--- src/hw/tsc_pkg.sv ---
// constants for the reflectometry segment configuration bank
// assumes a 16-bit register port driven from the management logic clock
package tsc_pkg;
  localparam logic [15:0] OFF_SEG_CONTROL = 16'h0170;
  localparam logic [15:0] OFF_SPARE_A = 16'h0171;
  localparam logic [15:0] OFF_SPARE_B = 16'h0172;
  localparam logic [15:0] OFF_SEG_WINDOW = 16'h0173;
  localparam logic [15:0] RST_SEG_CONTROL = 16'h0410;
  localparam logic [15:0] RST_SEG_WINDOW = 16'h1304;
  // writable bits of the control word; everything else is reserved
  localparam logic [15:0] MASK_SEG_CONTROL = 16'h7770;
  localparam int SAME_CHAN_BIT = 14;
  localparam int PULSE_CHAN_BIT = 13;
  localparam int OFFSET_KEEP_BIT = 12;
  localparam int AVG_LSB = 8;
  localparam int AVG_W = 3;
  localparam int SPAN_LSB = 4;
  localparam int SPAN_W = 3;
  localparam int WLEN_LSB = 8;
  localparam int SKIP_LSB = 0;
  localparam int WIN_W = 8;
  localparam logic [2:0] AVG_CODE_RSVD = 3'h7;
  localparam logic [2:0] SPAN_FIRST = 3'h1;
  localparam logic [2:0] SPAN_LAST = 3'h5;
  localparam int AVG_CNT_W = 7;
endpackage : tsc_pkg

--- src/hw/tsc_win_if.sv ---
// carrier between the configuration bank and its capture window timer
// assumes both ends share one clock
interface tsc_win_if;
  logic start;
  logic tick;
  logic [7:0] skip;
  logic [7:0] length;
  logic active;
  logic done;
  modport ctrl (output start, output tick, output skip, output length, input active, input done);
  modport timer (input start, input tick, input skip, input length, output active, output done);
endinterface : tsc_win_if

--- src/hw/tsc_win.sv ---
// capture window timer: discards a lead of samples, then opens the window
// assumes tick marks one reflection sample on the same clock
module tsc_win
  import tsc_pkg::*;
(
  input wire logic clk_in,
  input wire logic rst_in,
  tsc_win_if.timer win
);
  typedef enum logic [1:0] {ST_IDLE, ST_SKIP, ST_CAPT} tsc_state_type;
  tsc_state_type state_ff;
  tsc_state_type nxt_state;
  logic [WIN_W-1:0] cnt_ff;
  logic [WIN_W-1:0] nxt_cnt;
  logic active_ff;
  logic done_ff;
  logic nxt_done;
  wire cnt_last = (cnt_ff == 8'h01);

  ////////////////////////////////////////////////////////////////////////////
  // sequencing; a zero skip or zero length simply falls through
  always_comb
  begin
    nxt_state = state_ff;
    nxt_cnt = cnt_ff;
    nxt_done = 1'b0;
    unique case (state_ff)
      ST_IDLE:
      begin
        if (win.start && win.skip != 8'h00)
        begin
          nxt_state = ST_SKIP;
          nxt_cnt = win.skip;
        end
        else if (win.start && win.length != 8'h00)
        begin
          nxt_state = ST_CAPT;
          nxt_cnt = win.length;
        end
        else if (win.start)
          nxt_done = 1'b1;
      end
      ST_SKIP:
      begin
        if (win.tick && cnt_last && win.length != 8'h00)
        begin
          nxt_state = ST_CAPT;
          nxt_cnt = win.length;
        end
        else if (win.tick && cnt_last)
        begin
          nxt_state = ST_IDLE;
          nxt_done = 1'b1;
        end
        else if (win.tick)
          nxt_cnt = cnt_ff - 8'h01;
      end
      ST_CAPT:
      begin
        if (win.tick && cnt_last)
        begin
          nxt_state = ST_IDLE;
          nxt_done = 1'b1;
        end
        else if (win.tick)
          nxt_cnt = cnt_ff - 8'h01;
      end
    endcase
  end

  // state registers
  always_ff @(posedge clk_in or posedge rst_in)
  begin
    if (rst_in)
    begin
      state_ff <= ST_IDLE;
      cnt_ff <= 8'h00;
      active_ff <= 1'b0;
      done_ff <= 1'b0;
    end
    else
    begin
      state_ff <= nxt_state;
      cnt_ff <= nxt_cnt;
      active_ff <= (nxt_state == ST_CAPT);
      done_ff <= nxt_done;
    end
  end

  assign win.active = active_ff;
  assign win.done = done_ff;

  ////////////////////////////////////////////////////////////////////////////
  property p_skip_holds_off;
    @(posedge clk_in) disable iff (rst_in)
      (state_ff == ST_IDLE && win.start && win.skip > 8'h01) |=> !active_ff [*2];
  endproperty
  a_skip_holds_off: assert property (p_skip_holds_off) else $error("window opened during skip");

  property p_window_closes;
    @(posedge clk_in) disable iff (rst_in)
      (state_ff == ST_CAPT && win.tick && cnt_last) |=> (!active_ff && done_ff);
  endproperty
  a_window_closes: assert property (p_window_closes) else $error("window did not close");

  property p_done_pulse;
    @(posedge clk_in) disable iff (rst_in) done_ff |=> !done_ff;
  endproperty
  a_done_pulse: assert property (p_done_pulse) else $error("done longer than one cycle");
endmodule : tsc_win

--- src/hw/tsc_top.sv ---
// reflectometry segment configuration bank with its capture window timer
// assumes register strobes and run controls come from logic on clk_in
// Overview of operation
// - with the same-channel bit clear the listen channel is the other one, else the pulse one.
// - the pulse goes on channel A when the pick bit is 0 and on B when 1, resetting to 0.
// - with the offset keep bit set, no DC removal reset is issued at the start of a run.
// - averaging spans 2 to the power of the code, codes 0-6 give 1-64, 7 reserved, reset 16.
// - the span pick selects the segment, codes 1 to 5 valid and 0, 6, 7 reserved.
// - the window length sets how many samples the segment capture lasts, reset 0x13.
// - the lead skip sets samples discarded before the window opens, reset 0x4.
module tsc_top
  import tsc_pkg::*;
(
  input wire logic clk_in,
  input wire logic rst_in,
  input wire logic [15:0] reg_addr_in,
  input wire logic reg_wr_in,
  input wire logic reg_rd_in,
  input wire logic [15:0] reg_wdata_in,
  input wire logic run_start_in,
  input wire logic sample_tick_in,
  output logic [15:0] reg_rdata_out,
  output logic pulse_chan_b_out,
  output logic listen_chan_b_out,
  output logic dc_rem_init_out,
  output logic [6:0] avg_cycles_out,
  output logic avg_code_rsvd_out,
  output logic [2:0] span_sel_out,
  output logic span_valid_out,
  output logic win_active_out,
  output logic win_done_out
);
  function automatic logic addr_hit(input logic [15:0] addr, input logic [15:0] off);
    addr_hit = (addr == off);
  endfunction : addr_hit

  logic [15:0] ctrl_ff;
  logic [15:0] window_ff;
  logic [15:0] rdata_ff;
  logic pulse_b_ff;
  logic listen_b_ff;
  logic dc_init_ff;
  logic [6:0] avg_ff;
  logic avg_rsvd_ff;
  logic [2:0] span_ff;
  logic span_ok_ff;
  logic active_ff;
  logic done_ff;
  tsc_win_if win_bus ();

  ////////////////////////////////////////////////////////////////////////////
  // address decode and field selection
  wire hit_ctrl = addr_hit(reg_addr_in, OFF_SEG_CONTROL);
  wire hit_window = addr_hit(reg_addr_in, OFF_SEG_WINDOW);
  wire [15:0] nxt_ctrl = (reg_wdata_in & MASK_SEG_CONTROL);
  wire [15:0] nxt_rdata = hit_ctrl ? ctrl_ff : (hit_window ? window_ff : 16'h0000);
  wire same_chan = ctrl_ff[SAME_CHAN_BIT];
  wire pulse_b = ctrl_ff[PULSE_CHAN_BIT];
  wire offset_filter_keep = ctrl_ff[OFFSET_KEEP_BIT];
  wire [AVG_W-1:0] avg_code = ctrl_ff[AVG_LSB +: AVG_W];
  wire [SPAN_W-1:0] span_code = ctrl_ff[SPAN_LSB +: SPAN_W];
  wire nxt_listen_b = same_chan ? pulse_b : ~pulse_b;
  // reserved average code yields no cycle count rather than a guessed one
  wire [6:0] nxt_avg = (avg_code == AVG_CODE_RSVD) ? 7'h00 : (7'h01 << avg_code);
  wire nxt_span_ok = (span_code >= SPAN_FIRST) && (span_code <= SPAN_LAST);
  // a run on a reserved span never opens a window
  wire run_go = run_start_in && nxt_span_ok;

  assign win_bus.start = run_go;
  assign win_bus.tick = sample_tick_in;
  assign win_bus.length = window_ff[WLEN_LSB +: WIN_W];
  assign win_bus.skip = window_ff[SKIP_LSB +: WIN_W];

  tsc_win u_win (
    .clk_in (clk_in),
    .rst_in (rst_in),
    .win (win_bus.timer)
  );

  ////////////////////////////////////////////////////////////////////////////
  // register file; spare offsets store nothing
  always_ff @(posedge clk_in or posedge rst_in)
  begin
    if (rst_in)
    begin
      ctrl_ff <= RST_SEG_CONTROL;
      window_ff <= RST_SEG_WINDOW;
      rdata_ff <= 16'h0000;
    end
    else
    begin
      if (reg_wr_in && hit_ctrl)
        ctrl_ff <= nxt_ctrl;
      if (reg_wr_in && hit_window)
        window_ff <= reg_wdata_in;
      if (reg_rd_in)
        rdata_ff <= nxt_rdata;
    end
  end

  // registered outputs toward the reflection engine
  always_ff @(posedge clk_in or posedge rst_in)
  begin
    if (rst_in)
    begin
      pulse_b_ff <= 1'b0;
      listen_b_ff <= 1'b1;
      dc_init_ff <= 1'b0;
      avg_ff <= 7'h10;
      avg_rsvd_ff <= 1'b0;
      span_ff <= 3'h1;
      span_ok_ff <= 1'b1;
      active_ff <= 1'b0;
      done_ff <= 1'b0;
    end
    else
    begin
      pulse_b_ff <= pulse_b;
      listen_b_ff <= nxt_listen_b;
      dc_init_ff <= run_go && !offset_filter_keep;
      avg_ff <= nxt_avg;
      avg_rsvd_ff <= (avg_code == AVG_CODE_RSVD);
      span_ff <= span_code;
      span_ok_ff <= nxt_span_ok;
      active_ff <= win_bus.active;
      done_ff <= win_bus.done;
    end
  end

  assign reg_rdata_out = rdata_ff;
  assign pulse_chan_b_out = pulse_b_ff;
  assign listen_chan_b_out = listen_b_ff;
  assign dc_rem_init_out = dc_init_ff;
  assign avg_cycles_out = avg_ff;
  assign avg_code_rsvd_out = avg_rsvd_ff;
  assign span_sel_out = span_ff;
  assign span_valid_out = span_ok_ff;
  assign win_active_out = active_ff;
  assign win_done_out = done_ff;

  ////////////////////////////////////////////////////////////////////////////
  // checks on what the bank drives toward the engine and back onto the bus
  property p_listen_choice;
    @(posedge clk_in) disable iff (rst_in)
      ##1 listen_chan_b_out == ($past(same_chan) ? $past(pulse_b) : !$past(pulse_b));
  endproperty
  a_listen_choice: assert property (p_listen_choice) else $error("wrong listen channel");

  property p_pulse_chan;
    @(posedge clk_in) disable iff (rst_in)
      (reg_wr_in && hit_ctrl) |-> ##2 pulse_chan_b_out == $past(reg_wdata_in[PULSE_CHAN_BIT], 2);
  endproperty
  a_pulse_chan: assert property (p_pulse_chan) else $error("pulse channel not applied");

  property p_keep_offset;
    @(posedge clk_in) disable iff (rst_in)
      (run_start_in && offset_filter_keep) |=> !dc_rem_init_out;
  endproperty
  a_keep_offset: assert property (p_keep_offset) else $error("dc removal reset while kept");

  property p_avg_count;
    @(posedge clk_in) disable iff (rst_in)
      (avg_code == 3'h6) |=> (avg_cycles_out == 7'h40);
  endproperty
  a_avg_count: assert property (p_avg_count) else $error("average count wrong");

  property p_span_rsvd;
    @(posedge clk_in) disable iff (rst_in)
      (span_code == 3'h0 || span_code > 3'h5) |=> !span_valid_out;
  endproperty
  a_span_rsvd: assert property (p_span_rsvd) else $error("reserved span accepted");

  property p_rsvd_read;
    @(posedge clk_in) disable iff (rst_in)
      (reg_rd_in && !hit_ctrl && !hit_window) |=> (reg_rdata_out == 16'h0000);
  endproperty
  a_rsvd_read: assert property (p_rsvd_read) else $error("reserved space read nonzero");

  // a kept offset filter or a reserved span code must be the only things that suppress the clear request
  property p_dc_issue;
    @(posedge clk_in) disable iff (rst_in)
      (run_start_in && nxt_span_ok && !offset_filter_keep) |=> dc_rem_init_out;
  endproperty
  a_dc_issue: assert property (p_dc_issue) else $error("dc reset missing");

  property p_avg_rsvd;
    @(posedge clk_in) disable iff (rst_in)
      (avg_code == AVG_CODE_RSVD) |=> (avg_code_rsvd_out && avg_cycles_out == 7'h00);
  endproperty
  a_avg_rsvd: assert property (p_avg_rsvd) else $error("reserved average code used");

  property p_span_ok;
    @(posedge clk_in) disable iff (rst_in)
      (span_code >= 3'h1 && span_code <= 3'h5) |=> span_valid_out;
  endproperty
  a_span_ok: assert property (p_span_ok) else $error("valid span refused");

  property p_run_refused;
    @(posedge clk_in) disable iff (rst_in)
      (run_start_in && !nxt_span_ok) |=> !dc_rem_init_out;
  endproperty
  a_run_refused: assert property (p_run_refused) else $error("run on reserved span");

  property p_ctrl_read;
    @(posedge clk_in) disable iff (rst_in)
      (reg_rd_in && hit_ctrl) |=> ((reg_rdata_out & ~MASK_SEG_CONTROL) == 16'h0000);
  endproperty
  a_ctrl_read: assert property (p_ctrl_read) else $error("reserved control bit set");

  property p_window_read;
    @(posedge clk_in) disable iff (rst_in)
      (reg_rd_in && hit_window) |=> (reg_rdata_out == $past(window_ff));
  endproperty
  a_window_read: assert property (p_window_read) else $error("window word read wrong");

  property p_done_closed;
    @(posedge clk_in) disable iff (rst_in)
      win_done_out |-> !win_active_out;
  endproperty
  a_done_closed: assert property (p_done_closed) else $error("done while window open");
endmodule : tsc_top

--- config.mk ---
export PLATFORM = sky130hd
export DESIGN_NAME = tsc_top
export DESIGN_NICKNAME = d
export VERILOG_FILES = /design/src/hw/tsc_pkg.sv /design/src/hw/tsc_win_if.sv /design/src/hw/tsc_win.sv /design/src/hw/tsc_top.sv
export SDC_FILE = /design/constraint.sdc
export NUM_CORES = 1
export LEC_CHECK = 0
export ABC_AREA = 1
export BUFFER_PORTS_ARGS = -buffer_cell sky130_fd_sc_hd__clkbuf_2
export CORE_MARGIN = 2
export CORE_UTILIZATION = 55
export DETAILED_ROUTE_END_ITERATION = 10
export GPL_TIMING_DRIVEN = 0
export PLACE_DENSITY = 0.82
export SETUP_SLACK_MARGIN = 0.15
export SYNTH_ARGS = -nofsm -noshare
export SYNTH_HDL_FRONTEND = slang
export SYNTH_SLANG_ARGS = --single-unit
--- constraint.sdc ---
create_clock -name clk_in -period 2.54 [get_ports clk_in]
set_input_delay 0.381 -clock clk_in [delete_from_list [all_inputs] [get_ports clk_in]]
set_output_delay 0.381 -clock clk_in [all_outputs]
set_load 0.05 [all_outputs]
After elaboration in Yosys (flattened, before gate mapping)
Cells that the tools add are included.
{ "totals": {"elab_cells": 63, "inputBits": 38, "register_bits": 70} }
{ "op_classes": {"eq_ne": 8, "reduce_logical": 13, "magnitude_cmp": 2, "n_shift": 1, "mux": 21, "bitwise": 1, "add_sub_neg": 1} }
{ "ops": {"columns": ["operator", "n"], "rows": [
  ["$mux 8", 5],
  ["$eq 16x9->1 const B", 2],
  ["$mux 16", 2],
  ["$pmux 8 s3", 1],
  ["$reduce_bool 8->1", 2],
  ["$logic_and 1x1->1", 9],
  ["$eq 8x1->1 const B", 1],
  ["$mux 2", 4],
  ["$sub 8x1->8 const B", 1],
  ["$mux 7", 1],
  ["$shl 1x3->7 const A", 1],
  ["$mux 1", 6],
  ["$pmux 2 s3", 1],
  ["$eq 2x2->1 const B", 2],
  ["$eq 3x3->1 const B", 1],
  ["$ge 3x1->1 const B", 1],
  ["$le 3x3->1 const B", 1],
  ["$ne 3x1->1 const B", 1],
  ["$pmux 1 s3", 1],
  ["$eq 2x1->1 const B", 1],
  ["$logic_not 2->1", 1],
  ["$logic_not 1->1", 1],
  ["$not 1->1", 1]
]} }

Depth between registers and ports, before layout
Gate-level depths: netlist (run 1).
{ "logic_depth": {"ltp_word": 8, "ltp_mapped": 12} }

Hierarchy
From an unflattened synthesis (run 1), not the netlist that was laid out.
{ "hier_totals": {"hier_cells": 483, "hier_area_um2": 3768.6} }
{ "by_module_without_submodules": {"columns": ["mod", "area_each_um2", "instances", "cells_per_inst"], "rows": [
  ["tsc_top", 2492.4, 1, 264],
  ["tsc_win", 1276.2, 1, 219]
]} }

Least setup slack after synthesis (run 1)
OpenSTA, ideal clock, no wires.
{ "synth_timing": {"kind": "reg2reg", "startpoint": "register ctrl_ff[4]", "endpoint": "register u_win.cnt_ff[3]", "period_less_slack_ns": 1.492, "arrival_ns": 1.375, "slack_ns": 1.048, "stages_incl_launch_ff": 13, "n_path_buf": 1, "setup_ns": 0.116, "path_cell_list": "dfstp_2 > inv_1 > nand3b_1 > nand2_2 > nor2_8 > nand2_4 > buf_6 > nand2_1 > nand3_1 > nand2_1 > inv_1 > nand2_1 > nand2_1"} }
{ "synth_via": {"elab_chain_cells": 6, "elab_cells_between_ends": 9, "classes_between": "order compare: 2; eq/ne: 1; mux: 2; reduce/logical: 4"} }
{ "synth_rtl": {"columns": ["element", "line_no", "source"], "rows": [
  ["start: declaration", "tsc_top.sv:37", "logic [15:0] ctrl_ff;"],
  ["start signal: assignment", "tsc_top.sv:93", "ctrl_ff <= nxt_ctrl;"],
  ["$ge 3x1->1 / $le 3x3->1 (equally long branches)", "tsc_top.sv:65", "wire nxt_span_ok = (span_code >= SPAN_FIRST) && (span_code <= SPAN_LAST);"],
  ["$logic_and 1x1->1 (*)", "tsc_top.sv:65", null],
  ["$logic_and 1x1->1 (*)", "tsc_top.sv:67", "wire run_go = run_start_in && nxt_span_ok;"],
  ["$logic_and 1x1->1", "tsc_win.sv:30", "if (win.start && win.skip != 8'h00)"],
  ["$mux 8", "tsc_win.sv:30", null],
  ["$pmux 8 s3", "tsc_win.sv:27", "unique case (state_ff)"],
  ["end signal: assignment", "tsc_win.sv:84", "cnt_ff <= nxt_cnt;"],
  ["end: declaration", "tsc_win.sv:13", "logic [WIN_W-1:0] cnt_ff;"]
]} }
Mark *: on every way between the ends. The rest lies on a longest branch, timed or not.
A chain may end at the register's enable or synchronous reset.

Final worst setup path (run 1)
{ "layout_timing": {"startpoint": "register ctrl_ff[4]", "endpoint": "register u_win.cnt_ff[5]"} }
Same word-level chain as after synthesis.

==> flow_summary.ini, run 1 <==
[status]
run_status = finished clean

[worst_setup_path]
cp-end-kind = flip-flop
path_common_cell = nand2_1
path_cells = inv_1, nand3b_1, nand2_2, nor2_8, nand2_4, buf_6, nand2_1, nand3_1, nand2_1, inv_1, nand2_1, nand2_1
cp_slowest_cell = dfstp_2
crit_fanout = 10
startpoint_type = flip-flop
max_stage_delay_ps = 540
crit_type = flip-flop to flip-flop
cp.arrival_ps = 1980
cp_data_required_time_ps = 2780

[placed_design]
dp_hpwl_um = 5930
place_area_mm2 = 0.00411
port_buffers = 69
post-place-ws_ps = 858
gp_congestion = 0.908

[sta]
tightestPinTransition_ps = 835
rsz0062_at_grt = no
hold_viol = 0
fin_ws_ps = 802
finClkSkew_ps = 9.44
relSlewSlack = 0.444
fin_crit_sh = 0.684
drv_slew = 0
tns_ps = 0
fmax_mhz = 575
min_period_ps = 1740
setup_viol = 0

[layout]
area_delta_synth_final_pct = 17.6
nets = 576
final_cell_mix = nand2_1 (147), clkbuf_2 (69), dfrtp_1 (60)
final_common_cell = nand2_1
multi_input_area_mm2 = 0.00157
seq_area_mm2 = 0.00176
drive_gt1_frac = 0.281
fill_cells = 539
post-route-cell-area_mm2 = 0.00431
diodes = 0

[clocking]
clock_path_buffers = 2
post_cts_buffers = 0
ctsRootBufferMaster = clkbuf_8
clock-sinks = 70
numCtsBuffers = 9
path_clk_slew_ps = 80
cts-resized-gates = 0
h-tree-depth = 3
insertion_delay_ps = 340
cts_tree = yes
cts_hold_buf = 0

[floorplan]
die_w_um = 85.6
die_area_mm2 = 0.00733
initial_utilization = 0.574
die_y_um = 85.6
rows = 29
io_pins = 71
core_mm2 = 0.00639

[routing]
vias = 3224
routed_wl_um = 8160
drc = 0
drtAntennaViolNets = 0
wl_per_cell_um = 13.3
dr.pass1.iters = 5
via_per_inst = 5.24
detail_route.iter0.violations = 196

[global_routing]
grt_pass1_vias = 3019
grt_pass1_wl_um = 13900
grt_usage = 0.239
antenna_found_initial = 0
grt_max_degree = 71
overflow = 0

[synthesis]
yosys_warnings = 0
ys_types = 33
synth_area_mm2 = 0.00366
yosysSeqAreaShare = 0.482
ys_ff_latch = 70
syn_nets = 496
avgSynthCellArea_um2 = 8.09
synthCells = 453

[pwr]
cellPowerDensity_mw_per_mm2 = 723
peakVddDrop_mv = 0.745
power.leakage_nw = 2.32

[min_path]
min_path_type = input pin to async pin

[run]
cap_violations = 0
cells in the mapped netlist:
cell | n | area [um2]
nand2_1 | 147 | 552
dfrtp_1 | 60 | 1500
inv_1 | 54 | 203
nand3_1 | 36 | 180
nor2_1 | 29 | 109
o21ai_1 | 12 | 60.1
dfstp_2 | 10 | 263
o21ai_2 | 10 | 87.6
nor3_1 | 9 | 45.0
inv_2 | 8 | 30.0
o21ai_0 | 8 | 40.0
nor2_2 | 7 | 43.8
a21oi_2 | 5 | 43.8
buf_6 | 5 | 56.3
ha_1 | 5 | 62.6
nand2_2 | 5 | 31.3
nand4_1 | 5 | 31.3
o22ai_1 | 5 | 31.3
a31oi_1 | 4 | 25.0
clkbuf_1 | 4 | 15.0
nand2_4 | 4 | 45.0
nand3b_1 | 4 | 30.0
nor2_4 | 3 | 33.8
buf_2 | 2 | 10.0
nand3_4 | 2 | 35.0
nor2_8 | 2 | 40.0
xnor2_1 | 2 | 17.5
a21oi_1 | 1 | 5.00
a22oi_1 | 1 | 7.51
clkinv_2 | 1 | 5.00
inv_4 | 1 | 6.26
nor3_2 | 1 | 10.0
nor3b_1 | 1 | 7.51
flip-flops by register name, indices dropped and copies added, names as in the netlist:
| register | cells |
|---|---|
| avg_code_rsvd_out | 1 |
| avg_cycles_out | 7 |
| ctrl_ff | 9 |
| dc_rem_init_out | 1 |
| listen_chan_b_out | 1 |
| pulse_chan_b_out | 1 |
| reg_rdata_out | 16 |
| span_sel_out | 3 |
| span_valid_out | 1 |
| u_win.cnt_ff | 8 |
| u_win.state_ff | 2 |
| u_win.win.active | 1 |
| u_win.win.done | 1 |
| win_active_out | 1 |
| win_done_out | 1 |
| window_ff | 16 |
cell type report:
type,count,area share
Timing Repair Buffer,69,0.0802
Sequential cell,70,0.410
Clock inverter,5,0.0137
Tap cell,77,0.0224
Buffer,11,0.0189
Multi-Input combinational cell,308,0.365
Clock buffer,11,0.0328
Inverter,64,0.0572
stage by stage:
| stage | total power, mW | hold WS, ps | utilization | std cells |
|---|---|---|---|---|
| floorplan | 2.00 | 331 | - | 453 |
| global placement | 2.19 | 332 | 0.643 | 599 |
| detailed placement | 2.21 | 336 | 0.643 | 599 |
| CTS | 3.12 | 226 | 0.675 | 615 |
| global route | 3.32 | 252 | 0.675 | 615 |
| finish | 3.11 | 189 | 0.675 | 615 |
final timing paths:
kind                            cells past startpoint         endpoint  slack (ps)            start
worst min-delay path                                2  u_win.cnt_ff[4]         190           rst_in
max in group asynchronous                           2     window_ff[7]        1800           rst_in
min in group clk_in                                 3     window_ff[2]         250  reg_wdata_in[2]
worst max register to register                     12  u_win.cnt_ff[5]         800       ctrl_ff[4]
worst min register to register                      0     win_done_out         350   u_win.win.done
worst max-delay path                               12  u_win.cnt_ff[5]         800       ctrl_ff[4]
cell families after synthesis:
family / count (synthesis) / synth area share
flip-flops: 70 / 0.482
buffers and inverters: 75 / 0.0888
XOR/XNOR: 2 / 0.00478
AO/OA/AOI/OAI: 46 / 0.0820
AND/OR/NAND/NOR: 255 / 0.326
adder cells (fa/ha/maj): 5 / 0.0171
power breakdown:
part / internal, mW / leakage (nW) / switching, mW
clock: 0.482 / 0.0959 / 0.429
sequential: 1.20 / 0.888 / 0.0893
combinational: 0.314 / 1.34 / 0.598
total: 2.00 / 2.32 / 1.12
worst max-delay path: cells and delay by family, from the launching register on:
family	cells	cell delay, ps
flip-flops	1	540
AND/OR/NAND/NOR	9	830
buffers and inverters	3	250
layer usage:
layer,vias up,share of wire,global-route usage
li1,1589,-,-
met1,1481,0.45,0.328
met2,130,0.47,0.381
met3,24,0.064,0.0462
met4,0,0.023,0.0909
met5,-,0,0
No activity file was read; power rests on OpenSTA's default activity.
==> inputs of run 2 (changes only) <==
==> constraint.sdc (replaced) <==
create_clock -name clk_in -period 1.8 [get_ports clk_in]
set_input_delay 0.27 -clock clk_in [delete_from_list [all_inputs] [get_ports clk_in]]
set_output_delay 0.27 -clock clk_in [all_outputs]
set_load 0.05 [all_outputs]
==> run 2 against run 1 <==
Effect of this change: core utilization grew 4.6 points; sequential power grew 43%; critical path depth shrank 1; non-clock buffer count grew 18; clock power grew 43%; count of clock-buffer cells in the layout grew 1; final area grew 6.9%; routed wire length grew 13%; first-iteration DRC count grew 53%; maximum frequency grew 5.3%; global-route usage grew 1.7 points; critical endpoint unchanged.
==> flow_summary.ini, run 2 (same netlist as run 1, synthesis figures left out) <==
[worst_setup_path]
cp-end-kind = flip-flop
rr_worst_depth = 11
cp_data_required_time_ps = 2050
cp.arrival_ps = 1900
crit_fanout = 7
reg2reg_from = window_ff[9]
r2r_slack_ps = 150
r2r_end = u_win.cnt_ff[5]
worstSetupEndpoint = u_win.cnt_ff[5]
crit_type = flip-flop to flip-flop
startpoint = window_ff[9]
startpoint_type = flip-flop

[floorplan]
die_w_um = 85.6
core_mm2 = 0.00639
io_pins = 71
die_area_mm2 = 0.00733
rows = 29
initial_utilization = 0.574
die_y_um = 85.6

[pwr]
p_seq_frac = 0.396
cellPowerDensity_mw_per_mm2 = 1010
p_int_mw = 2.91
p_sw_mw = 1.75
peakVddDrop_mv = 0.809
comb_power_share = 0.325
netSwitchingFraction = 0.376
power.leakage_nw = 2.46
clkPwrFrac = 0.279
power_mw = 4.66

[clocking]
cts_hold_buf = 0
path_clk_slew_ps = 80
clock_path_buffers = 2
numCtsBuffers = 9
clock-sinks = 70
h-tree-depth = 3
insertion_delay_ps = 360
ctsRootBufferMaster = clkbuf_8
cts_tree = yes

[sta]
tns_ps = 0
setup_viol = 0
rsz0062_at_grt = yes
fin_crit_sh = 0.917
drv_slew = 0
hold_viol = 0
tightestPinTransition_ps = 777
min_period_ps = 1650
finClkSkew_ps = 7.74
relSlewSlack = 0.481
fmax_mhz = 606

[layout]
drive_gt1_frac = 0.363
diodes = 0
area_delta_synth_final_pct = 25.6
nets = 595
utilization = 0.721
final_cell_mix = nand2_1 (137), clkbuf_2 (69), dfrtp_1 (57)
final_common_cell = nand2_1

[placed_design]
port_buffers = 69
dp_hpwl_um = 6160
gp_congestion = 0.890

[global_routing]
antenna_found_initial = 0
grt_max_degree = 37
overflow = 0
grt_pass1_wl_um = 14700
grt_usage = 0.256
grt_pass1_vias = 3195

[routing]
drc = 0
dr.pass1.iters = 6
detail_route.iter0.violations = 299
wl_per_cell_um = 14.5
vias = 3411
drtAntennaViolNets = 0
via_per_inst = 5.38
routed_wl_um = 9210

[status]
run_status = finished clean

[min_path]
min_path_type = input pin to async pin

[run]
cap_violations = 0
==> run 2: what timing repair did <==
item	4_1_cts	5_1_grt
pin swaps	2	27
endpoints found under the setup margin	8	12
cloned	0	2
resized for setup	1	44
setup buffers	2	14
==> run 2: critical path: stages (launching register included) <==
cell and delay (ps):
dfstp_2 610, inv_2 60, nand2_1 60, nor2_1 50, nand2_2 110, nand4_1 130
nand2_1 100, inv_2 70, nand3_1 90, nand2_1 80, nand2_1 110, nand2_1 60
==> run 2: power by group through the flow <==
stage	Clock [mW]	Sequential [mW]	Combinational [mW]
floorplan	0	1.88	0.943
global placement	0	1.84	1.24
detailed placement	0	1.85	1.30
CTS	1.31	1.82	1.31
global route	1.38	1.86	1.70
finish	1.30	1.85	1.51
==> run 2: worst min-delay path by stage <==
stage | startpoint | endpoint | cells after the start
6_report | rst_in | avg_cycles_out[5] | 2
5_1_grt | rst_in | avg_code_rsvd_out | 2
4_1_cts | rst_in | avg_cycles_out[5] | 2
3_5_place_dp | u_win.win.active | win_active_out | 0
3_3_place_gp | u_win.win.active | win_active_out | 0
2_1_floorplan | u_win.win.active | win_active_out | 0
==> run 2: layer usage <==
| metal | GRT usage | vias up | wire length, um |
|---|---|---|---|
| met5 | 0 | - | 0 |
| met4 | 0.0981 | 0 | 265 |
| met3 | 0.0549 | 31 | 578 |
| met2 | 0.413 | 158 | 4490 |
| met1 | 0.342 | 1596 | 3880 |
| li1 | - | 1626 | - |
==> run 2: area by class of cell <==
type / instances / area [um2]
timing repair buffer: 87 / 510
tap: 77 / 96.3
clock inverter: 4 / 55.1
inverter: 64 / 250
multi-input combinational: 309 / 1690
buffer: 11 / 88.8
clock buffer: 12 / 145
sequential: 70 / 1770
fill: 474 / 1780
==> run 2: stage by stage <==
step                worst slack (ps)  hold slack (ps)  instance area (um2)  std cells
floorplan                        308              331                 3670        453
global placement                 143              332                 4110        599
detailed placement               108              337                 4130        600
CTS                              160             52.1                 4350        618
global route                    60.1             86.2                 4600        634
finish                           149             28.1                 4600        634
